`config.mk`:
```
export PLATFORM = sky130hd
export DESIGN_NAME = wif_top
export DESIGN_NICKNAME = d
export VERILOG_FILES = /design/src/hdl/wif_pkg.sv /design/src/hdl/wif_reg_if.sv /design/src/hdl/wif_top.sv /design/src/hdl/wif_sync.sv /design/src/hdl/wif_ahb_slave.sv
export VERILOG_INCLUDE_DIRS = /design/src /design/src/hdl
export SDC_FILE = /design/constraint.sdc
export NUM_CORES = 1
export LEC_CHECK = 0
export ABC_AREA = 1
export BUFFER_PORTS_ARGS = -buffer_cell sky130_fd_sc_hd__buf_2
export CAP_MARGIN = 20
export CORE_MARGIN = 2
export CORE_UTILIZATION = 35
export CTS_CLUSTER_DIAMETER = 30
export DETAILED_ROUTE_END_ITERATION = 6
export PLACE_DENSITY = 0.7
export SYNTH_ARGS = -nofsm -noshare
export SYNTH_HDL_FRONTEND = slang
export SYNTH_SLANG_ARGS = --single-unit
export TNS_END_PERCENT = 5
```
`constraint.sdc`:
```
create_clock -name clock -period 2.25 [get_ports clock]
set_input_delay 0.1125 -clock clock [delete_from_list [all_inputs] [get_ports clock]]
set_output_delay 0.1125 -clock clock [all_outputs]
set_load 0.02 [all_outputs]
```
`src/hdl/wif_defines.svh`:
```
// Register offsets, field positions and reset values of the wake and interrupt flag block.
`ifndef WIF_DEFINES_SVH
`define WIF_DEFINES_SVH
`define WIF_ADDR_FLAGS 16'h00E8
`define WIF_ADDR_LEVELS 16'h00F8
`define WIF_ADDR_ENABLE 16'h20B0
`define WIF_BIT_XFER 0
`define WIF_BIT_TICK 1
`define WIF_BIT_COLA 2
`define WIF_BIT_COLB 3
`define WIF_BIT_PB 4
`define WIF_BIT_WAKE 5
`define WIF_BIT_PRISE 6
`define WIF_BIT_PFALL 7
`define WIF_BIT_WDEN 0
`define WIF_BIT_SPIEN 4
`define WIF_RST_BYTE 8'h00
`define WIF_W0C_MASK 8'hF0
`endif

```
`src/hdl/wif_pkg.sv`:
```
// Types shared by the wake and interrupt flag block.
package wif_pkg;
  typedef enum logic [1:0] {
    WIF_REG_FLAGS,
    WIF_REG_LEVELS,
    WIF_REG_ENABLE,
    WIF_REG_NONE
  } wif_reg_e;
  typedef logic [7:0] wif_byte_t;
endpackage : wif_pkg

```
`src/hdl/wif_reg_if.sv`:
```
// Register access strobes passed from the bus slave to the flag logic.
`timescale 1ns/1ps
interface wif_reg_if;
  logic wrEn;
  wif_pkg::wif_reg_e wrSel;
  logic [7:0] wrData;
  modport slave (output wrEn, output wrSel, output wrData);
  modport core (input wrEn, input wrSel, input wrData);
endinterface : wif_reg_if

```
`src/hdl/wif_top.sv`:
```
// Wake source and interrupt flag registers with their AHB-Lite register access.
// Operation
// - Push-button rising edge sets sticky flag.
// - Sleep or LCD request clears push-button flag.
// - Push-button flag survives wake for boot read.
// - Power rise sets flag, raises power event.
// - Power fall sets flag, raises power event.
// - No loss flag on button/timer brownout wake.
// - Transfer, tick flags follow their interrupts.
// - Hardware sets and clears transfer, tick.
// - Autowake expiry sets autowake flag.
// - Two collision flags, firmware read/write.
// - Level field shows live external inputs.
// - Enables gate watchdog and serial interrupts.
`timescale 1ns/1ps
`include "wif_defines.svh"
module wif_top (
  input wire logic clock,
  input wire logic rst_n,
  input wire logic hsel,
  input wire logic [31:0] haddr,
  input wire logic [1:0] htrans,
  input wire logic hwrite,
  input wire logic [2:0] hsize,
  input wire logic [31:0] hwdata,
  input wire logic hready,
  output logic hreadyout,
  output logic hresp,
  output logic [31:0] hrdata,
  input wire logic push_button,
  input wire logic clockLockGood,
  input wire logic wakeByButton,
  input wire logic autowakeExpired,
  input wire logic ce_transfer_busy,
  input wire logic one_second_pulse,
  input wire logic collisionEventA,
  input wire logic collisionEventB,
  input wire logic lowPowerRequest,
  input wire logic [6:0] extIrqIn,
  input wire logic watchdogNearOverflow,
  input wire logic serialPortIrq,
  output logic power_event_interrupt,
  output logic watchdogIrq,
  output logic serialIrq
);
  wif_reg_if regs ();
  logic pbSync;
  logic lockSync;
  logic xferSync;
  logic tickSync;
  logic [6:0] extSync;
  logic pbPrev_q;
  logic lockPrev_q;
  logic [7:0] flags_q;
  logic [7:0] flags_d;
  logic [7:0] enable_q;
  logic powerIrq_q;
  logic wdIrq_q;
  logic spiIrq_q;
  logic [7:0] levels;
  wire pbRise;
  wire lockRise;
  wire lockFall;
  wire wrFlags;
  wire wrEnable;
  wire [7:0] setMask;
  wire [7:0] keepMask;
  // =====================================================
  // Input synchronisers
  // =====================================================
  wif_sync u_syncPb (.clock(clock), .rst_n(rst_n), .din(push_button), .dout(pbSync));
  wif_sync u_syncLock (.clock(clock), .rst_n(rst_n), .din(clockLockGood), .dout(lockSync));
  wif_sync u_syncXfer (.clock(clock), .rst_n(rst_n), .din(ce_transfer_busy), .dout(xferSync));
  wif_sync u_syncTick (.clock(clock), .rst_n(rst_n), .din(one_second_pulse), .dout(tickSync));
  genvar gi;
  generate
    for (gi = 0; gi < 7; gi = gi + 1) begin : gExt
      wif_sync u_syncExt (
        .clock(clock),
        .rst_n(rst_n),
        .din(extIrqIn[gi]),
        .dout(extSync[gi])
      );
    end
  endgenerate
  // =====================================================
  // Register bus slave
  // =====================================================
  wif_ahb_slave u_slave (
    .clock(clock),
    .rst_n(rst_n),
    .hsel(hsel),
    .haddr(haddr),
    .htrans(htrans),
    .hwrite(hwrite),
    .hsize(hsize),
    .hwdata(hwdata),
    .hready(hready),
    .rdFlags(flags_q),
    .rdLevels(levels),
    .rdEnable(enable_q),
    .hreadyout(hreadyout),
    .hresp(hresp),
    .hrdata(hrdata),
    .regs(regs.slave)
  );
  // =====================================================
  // Event detection
  // =====================================================
  // Edges are taken from the settled synchroniser outputs.
  assign pbRise = pbSync && !pbPrev_q;
  assign lockRise = lockSync && !lockPrev_q;
  // A fall while the part wakes by button or timer is not a power loss.
  assign lockFall = !lockSync && lockPrev_q && !wakeByButton && !autowakeExpired;
  assign levels = {1'b0, extSync};
  assign wrFlags = regs.wrEn && (regs.wrSel == wif_pkg::WIF_REG_FLAGS);
  assign wrEnable = regs.wrEn && (regs.wrSel == wif_pkg::WIF_REG_ENABLE);
  // Hardware set requests for the sticky and collision flags.
  assign setMask = {lockFall, lockRise, autowakeExpired, pbRise,
                    collisionEventB, collisionEventA, 2'b00};
  // Written zero clears a sticky flag, written one keeps it.
  assign keepMask = wrFlags ? (regs.wrData | ~`WIF_W0C_MASK) : 8'hFF;
  // =====================================================
  // Flag next-state
  // =====================================================
  // Set wins over clear; collision flags also take written values.
  always_comb begin
    flags_d = (flags_q & keepMask) | setMask;
    if (wrFlags) begin
      flags_d[`WIF_BIT_COLA] = regs.wrData[`WIF_BIT_COLA] | collisionEventA;
      flags_d[`WIF_BIT_COLB] = regs.wrData[`WIF_BIT_COLB] | collisionEventB;
    end
    // Low-power request clears the button flag unless a new edge arrives.
    if (lowPowerRequest && !pbRise) begin
      flags_d[`WIF_BIT_PB] = 1'b0;
    end
    flags_d[`WIF_BIT_XFER] = xferSync;
    flags_d[`WIF_BIT_TICK] = tickSync;
  end
  // =====================================================
  // State registers
  // =====================================================
  // Flags clear at device reset, otherwise take the next-state value, and persist through wake.
  always_ff @(posedge clock or negedge rst_n) begin
    if (!rst_n) begin
      pbPrev_q <= 1'b0;
      lockPrev_q <= 1'b0;
      flags_q <= `WIF_RST_BYTE;
    end else begin
      pbPrev_q <= pbSync;
      lockPrev_q <= lockSync;
      flags_q <= flags_d;
    end
  end
  // Enable register holds the two interrupt gates.
  always_ff @(posedge clock or negedge rst_n) begin
    if (!rst_n) begin
      enable_q <= `WIF_RST_BYTE;
    end else if (wrEnable) begin
      enable_q <= regs.wrData & ((8'h01 << `WIF_BIT_WDEN) | (8'h01 << `WIF_BIT_SPIEN));
    end
  end
  // =====================================================
  // Interrupt outputs
  // =====================================================
  // Power event is raised by either power edge.
  always_ff @(posedge clock or negedge rst_n) begin
    if (!rst_n) begin
      powerIrq_q <= 1'b0;
      wdIrq_q <= 1'b0;
      spiIrq_q <= 1'b0;
    end else begin
      powerIrq_q <= lockRise || lockFall;
      wdIrq_q <= watchdogNearOverflow && enable_q[`WIF_BIT_WDEN];
      spiIrq_q <= serialPortIrq && enable_q[`WIF_BIT_SPIEN];
    end
  end
  assign power_event_interrupt = powerIrq_q;
  assign watchdogIrq = wdIrq_q;
  assign serialIrq = spiIrq_q;
endmodule : wif_top

```
`src/hdl/wif_sync.sv`:
```
// Three-stage input synchroniser that reports a value once stages two and three agree.
`timescale 1ns/1ps
module wif_sync (
  input wire logic clock,
  input wire logic rst_n,
  input wire logic din,
  output logic dout
);
  logic s1_q;
  logic s2_q;
  logic s3_q;
  logic out_q;
  // =====================================================
  // Synchroniser chain
  // =====================================================
  // Stage one feeds stage two only; output moves when two and three agree.
  always_ff @(posedge clock or negedge rst_n) begin
    if (!rst_n) begin
      s1_q <= 1'b0;
      s2_q <= 1'b0;
      s3_q <= 1'b0;
      out_q <= 1'b0;
    end else begin
      s1_q <= din;
      s2_q <= s1_q;
      s3_q <= s2_q;
      if (s2_q == s3_q) out_q <= s3_q;
    end
  end
  assign dout = out_q;
endmodule : wif_sync

```
`src/hdl/wif_ahb_slave.sv`:
```
// AHB-Lite slave that decodes the three register words and returns read data.
`timescale 1ns/1ps
`include "wif_defines.svh"
module wif_ahb_slave (
  input wire logic clock,
  input wire logic rst_n,
  input wire logic hsel,
  input wire logic [31:0] haddr,
  input wire logic [1:0] htrans,
  input wire logic hwrite,
  input wire logic [2:0] hsize,
  input wire logic [31:0] hwdata,
  input wire logic hready,
  input wire logic [7:0] rdFlags,
  input wire logic [7:0] rdLevels,
  input wire logic [7:0] rdEnable,
  output logic hreadyout,
  output logic hresp,
  output logic [31:0] hrdata,
  wif_reg_if.slave regs
);
  logic wrPend_q;
  wif_pkg::wif_reg_e sel_q;
  logic [31:0] rdata_q;
  wire addrPhase = hsel && htrans[1] && hready;
  wire [15:0] addrLow = haddr[15:0];
  wif_pkg::wif_reg_e decSel;
  wire [7:0] rdMux;
  // =====================================================
  // Address decode and read selection
  // =====================================================
  // Unmapped words decode to none; they read zero and ignore writes.
  assign decSel = (haddr[31:16] != 16'h0000) ? wif_pkg::WIF_REG_NONE :
                  (addrLow == `WIF_ADDR_FLAGS) ? wif_pkg::WIF_REG_FLAGS :
                  (addrLow == `WIF_ADDR_LEVELS) ? wif_pkg::WIF_REG_LEVELS :
                  (addrLow == `WIF_ADDR_ENABLE) ? wif_pkg::WIF_REG_ENABLE :
                  wif_pkg::WIF_REG_NONE;
  assign rdMux = (decSel == wif_pkg::WIF_REG_FLAGS) ? rdFlags :
                 (decSel == wif_pkg::WIF_REG_LEVELS) ? rdLevels :
                 (decSel == wif_pkg::WIF_REG_ENABLE) ? rdEnable : 8'h00;
  // Capture the address phase; read data is latched for the data phase.
  always_ff @(posedge clock or negedge rst_n) begin
    if (!rst_n) begin
      wrPend_q <= 1'b0;
      sel_q <= wif_pkg::WIF_REG_NONE;
      rdata_q <= 32'h0000_0000;
    end else begin
      wrPend_q <= addrPhase && hwrite;
      if (addrPhase) sel_q <= decSel;
      if (addrPhase && !hwrite) rdata_q <= {24'h00_0000, rdMux};
    end
  end
  // Zero wait states, always OKAY.
  assign hreadyout = 1'b1;
  assign hresp = 1'b0;
  assign hrdata = rdata_q;
  assign regs.wrEn = wrPend_q;
  assign regs.wrSel = sel_q;
  assign regs.wrData = hwdata[7:0];
endmodule : wif_ahb_slave

```
; ---- Word-level counts from Yosys, hierarchy flattened
; Index checks and enable logic that the tools add are counted.
[word_totals]
elab_cells = 110
input_bits = 92
ff_bits = 70
output_inout_bits = 37
[op_classes]
bitwise = 4
eq_ne = 17
mux = 10
reduce_logical = 25
[op_table]
columns = op, count
row1 = $eq 16x8->1 const B, 2
row2 = $mux 8, 3
row3 = $eq 16x14->1 const B, 1
row4 = $reduce_bool 16->1, 1
row5 = $logic_and 1x1->1, 14
row6 = $eq 1x1->1, 11
row7 = $and 8x8->8, 1
row8 = $mux 2, 4
row9 = $or 8x8->8, 1
row10 = $logic_not 1->1, 7
row11 = $mux 5, 1
row12 = $eq 2x2->1 const B, 2
row13 = $logic_not 2->1, 2
row14 = $eq 2x1->1 const B, 1
row15 = $mux 1, 2
row16 = $or 1x1->1, 2
row17 = $logic_or 1x1->1, 1

; ---- Logic depth before layout (Yosys ltp)
[depth]
depth_word = 9
mapped_depth = 12
mapped_depth_nobuf = 12

; ---- Cells and area by module
; A second synthesis with hierarchy kept.
[hier_totals]
cells_unflattened = 319
area_unflattened_um2 = 3080.5
[modules_own_cells]
columns = module, instances, cells_each, seq_area_each_um2, area_per_inst_um2
row1 = wif_sync, 11, 8, 100.1, 116.4
row2 = wif_ahb_slave, 1, 167, 277.8, 1201.2
row3 = wif_top, 1, 64, 375.4, 599.3

; ---- Worst setup path before layout
; No wires, ideal clock.
[synth_timing]
path_type = in2reg
startpoint = in haddr[19]
endpoint = reg u_slave.rdata_q[1] (netlist: u_slave.hrdata[1])
setup_ns = 0.065
arrival_ns = 1.018
slack_ns = 1.167
t_required_ns = 2.185
cell_stages = 9
path_cell_list = nor2_1 > nand4_2 > nor2_8 > nand2_8 > nor2_8 > nand2_1 > nand2_1 > nand2_1 > nand2_1
[synth_via]
elab_chain_cells = 5
elab_cells_between_ends = 6
[synth_rtl]
columns = element, line
row1 = from (decl), wif_top.sv:21  ; input wire logic [31:0] haddr,
row2 = $reduce_bool 16->1 (*), wif_ahb_slave.sv:33  ; assign decSel = (haddr[31:16] != 16'h0000) ? wif_pkg::WIF_REG_NONE :
row3 = $mux 2 (*), wif_ahb_slave.sv:33
row4 = $eq 2x1->1, wif_ahb_slave.sv:39  ; (decSel == wif_pkg::WIF_REG_LEVELS) ? rdLevels :
row5 = $mux 8, wif_ahb_slave.sv:39
row6 = $mux 8 (*), wif_ahb_slave.sv:38  ; assign rdMux = (decSel == wif_pkg::WIF_REG_FLAGS) ? rdFlags :
row7 = to (signal assigned), wif_ahb_slave.sv:50  ; if (addrPhase && !hwrite) rdata_q <= {24'h00_0000, rdMux};
row8 = to (decl), wif_ahb_slave.sv:24  ; logic [31:0] rdata_q;
; Every way passes the cells marked *; elsewhere a longest branch is shown, timed or not.
; A chain may end at the register's enable or synchronous reset.

; ---- Final worst setup path
[layout_timing]
startpoint = reg u_slave.sel_q[0] (netlist: u_slave.regs.wrSel[0])
endpoint = reg flags_q[2]
[layout_via]
elab_chain_cells = 3
[layout_rtl]
columns = element, line
row1 = from (decl), wif_ahb_slave.sv:23  ; wif_pkg::wif_reg_e sel_q;
row2 = from (signal assigned), wif_ahb_slave.sv:45  ; sel_q <= wif_pkg::WIF_REG_NONE;
row3 = from (signal assigned), wif_ahb_slave.sv:49  ; if (addrPhase) sel_q <= decSel;
row4 = $logic_not 2->1, wif_top.sv:116  ; assign wrFlags = regs.wrEn && (regs.wrSel == wif_pkg::WIF_REG_FLAGS);
row5 = $logic_and 1x1->1, wif_top.sv:116
row6 = $mux 2, wif_top.sv:129  ; if (wrFlags) begin
row7 = net flags_d[2], wif_top.sv:55  ; logic [7:0] flags_d;
row8 = to (signal assigned), wif_top.sv:148  ; flags_q <= `WIF_RST_BYTE;
row9 = to (signal assigned), wif_top.sv:152  ; flags_q <= flags_d;
row10 = to (decl), wif_top.sv:54  ; logic [7:0] flags_q;
; The timed path passes the listed nets, and every way through them passes these cells.

==> flow_summary.toml <==
[run_status]
status = "completed"

[worst_setup_path]
startpoint_type = "flop"
critical_path.max_fanout = 7
cp.required_ps = 2470
cp_slowest_cell = "dlygate4sd3_1"
cp_num_cells = 6
reg2reg_slack_ps = 520
r2r_start = "u_slave.regs.wrSel[0]$_DFFE_PN1P_"
crit_path_cell_trace = "inv_1 -> nand3_1 -> inv_1 -> nand2_1 -> nand2_1 -> dlygate4sd3_1"
reg2reg_depth = 6
endpoint = "flags_q[2]$_DFF_PN0_"
crit_buf_inv = 3
arrival_ps = 1940
crit_type = "flop to flop"
r2r-end = "flags_q[2]$_DFF_PN0_"
cp-end-kind = "flop"
cpLargestDelayFamily = "buffers and inverters"
max_stage_delay_ps = 560
startpoint = "u_slave.regs.wrSel[0]$_DFFE_PN1P_"

[timing]
finalCriticalPeriod_ps = 1727
rsz0062_at_grt = "false"
hold_violations = 0
tightest_slew_ps = 741.6
relSlewSlack_pct = 50.56
max_freq_mhz = 579.1
clock-skew-final_ps = 8.100
setup_viol = 0
min_period_over_period_pct = 76.75
final.setup.tns_ps = 0
drv_slew = 0

[placement]
gp_congestion = 0.7077
port_buffers = 73
dp_hpwl_mm = 3.676

[clock_tree]
insertion_delay_ps = 330
cts_tree = "built"
clk_pin_slew_ps = 70
cts_hold_buf = 21
cts-root-buf = "clkbuf_8"
clockBufferDepth = 2
cts_buffers = 9
post_cts_buffers = 0
htree_levels = 3
numClockSinks = 70
cts_resized = 0

[run]
max-cap-violations = 0

[synthesis]
synth_edf_count = 0
ys_types = 25
async_flop_share_pct = 100.0
synth_cells = 252
synthFlopType = "dfrtp_1"
yosys_register_bits = 70
syn_avg_cell_area_um2 = 11.16
syn-cell-area_mm2 = 0.002813
ys_warn_count = 0
yosysSeqAreaShare_pct = 62.37

[min_path]
min_from = "hwdata[4]"
hp-class = "input port to flop"

[die]
die_width_um = 93.65
num_io_pins = 129
die_area_mm2 = 0.008769
start_util_pct = 36.21
core-area_mm2 = 0.007767
die_y_um = 93.65
row_count = 32

[final_layout]
area_growth_syn_to_layout_pct = 29.09
drive_above_1_share_pct = 31.02
fin_nets = 448
fin_util_pct = 46.75
num_antenna_cells = 0

[routing]
wl_mm = 4.945
viasPerCell = 4.197
drt_iter0_markers = 44
post-route-drc-count = 0
drt_first_pass_iters = 4
wl_per_cell_um = 10.68
ant_nets = 0
vias = 1943

[power_and_ir_drop]
power_density_mw_per_mm2 = 725.1
peakVddDrop_mv = 0.4234
leakage_nw = 1.890

[global_routing]
grt_pass1_vias = 1976
grt_overflow = 0
antenna_found_initial = 0
busiest_layer = "met2"
use_met3_pct = 3.465
use_met1_pct = 14.94
gr-usage-all-layers_pct = 12.61
grt_max_degree = 39
met2_usage_pct = 21.52
grt_pass1_wl_mm = 8.556
==> Yosys cell counts (all sizes together) (2+ instances only) <==
| cell type | number | area share [%] |
|---|---|---|
| dfstp | 2 | 1.9 |
| nand2 | 59 | 10 |
| nor2 | 29 | 6.2 |
| dfrtp | 68 | 60 |
| conb | 2 | 0.27 |
| maj3 | 11 | 3.9 |
| nand4 | 9 | 2.4 |
| nand3 | 12 | 2.1 |
| inv | 19 | 2.5 |
| o21ai | 8 | 1.4 |
| mux2 | 2 | 0.80 |
| buf | 26 | 6.9 |
| a21oi | 2 | 0.36 |
==> worst min path at each step <==
stage / cells after the start / endpoint / slack, ps
6_report: 2 / enable_q[4]$_DFFE_PN0P_ / 30
5_1_grt: 2 / enable_q[4]$_DFFE_PN0P_ / 20
4_1_cts: 3 / u_slave.regs.wrEn$_DFF_PN0_ / 9
3_5_place_dp: 1 / u_slave.hrdata[5]$_DFFE_PN0P_ / 220
3_3_place_gp: 1 / u_slave.hrdata[5]$_DFFE_PN0P_ / 220
2_1_floorplan: 0 / enable_q[0]$_DFFE_PN0P_ / -180
==> logic make-up after synthesis <==
logic type,share of synthesized area (%)
DFF,62.37
AOI/OAI and AO/OA,2.269
buffers and inverters,9.608
and+or+nand+nor,20.77
other,0.2670
adders and majority gates,3.915
muxes,0.8007
==> worst register-to-register path, stage by stage, from the launching register on <==
cell and delay, ps:
dfstp_2 520, inv_1 50, nand3_1 260, inv_1 110, nand2_1 80, nand2_1 50, dlygate4sd3_1 560
==> flip-flops by register name (all words and copies together), names as in the netlist, 2 cells and up <==
signal and cells:
enable_q 2, flags_q 8, gExt.u_syncExt.dout 7, gExt.u_syncExt.s1_q 7, gExt.u_syncExt.s2_q 7, gExt.u_syncExt.s3_q 7
u_slave.hrdata 8, u_slave.regs.wrSel 2
==> cell type report <==
class	instances	area [µm²]
sequential	70	1754
clock buffer	12	155.1
clock inverter	4	45.04
fill	723	4136
timing repair buffer	95	595.6
multi-input combinational	160	878.3
tap	102	127.6
inverter	20	75.07
==> through the flow <==
| stage | hold WS, ps | instance area, µm² | setup WS, ps | power [mW] | instances |
|---|---|---|---|---|---|
| floorplan | -183.1 | 2903 | 1167 | 1.562 | 276 |
| global placement | 219.0 | 3221 | 987.0 | 1.633 | 426 |
| detailed placement | 221.8 | 3221 | 955.4 | 1.647 | 426 |
| CTS | 9.069 | 3631 | 528.0 | 2.673 | 463 |
| global route | 17.07 | 3631 | 417.8 | 2.768 | 463 |
| finish | 25.52 | 3631 | 523.2 | 2.633 | 463 |
==> power by group <==
part / switching (mW) / internal (mW)
sequential: 0.0451 / 1.35
clock: 0.419 / 0.567
combinational: 0.140 / 0.108
==> cells in the final DEF, fill, tap and decap left out, drive strengths merged, types with 2 or more instances in the layout <==
cell type and n:
conb 26, inv 19, buf 74, clkinv 4, nand3 12, o21ai 8, nor2 29, a21oi 2
nand4 9, dfrtp 68, maj3 11, nand2 59, dfstp 2, mux2 2, dlygate4sd3 21, clkbuf 12
==> per-layer routing <==
metal / vias up / wire, µm / part of all wire, %
met1: 905 / 2161 / 44
li1: 964 / - / -
met2: 67 / 2388 / 48
met5: - / 0 / 0
met3: 7 / 315 / 6.4
met4: 0 / 79 / 1.6
Note: power is estimated with default switching activity, not from simulation.
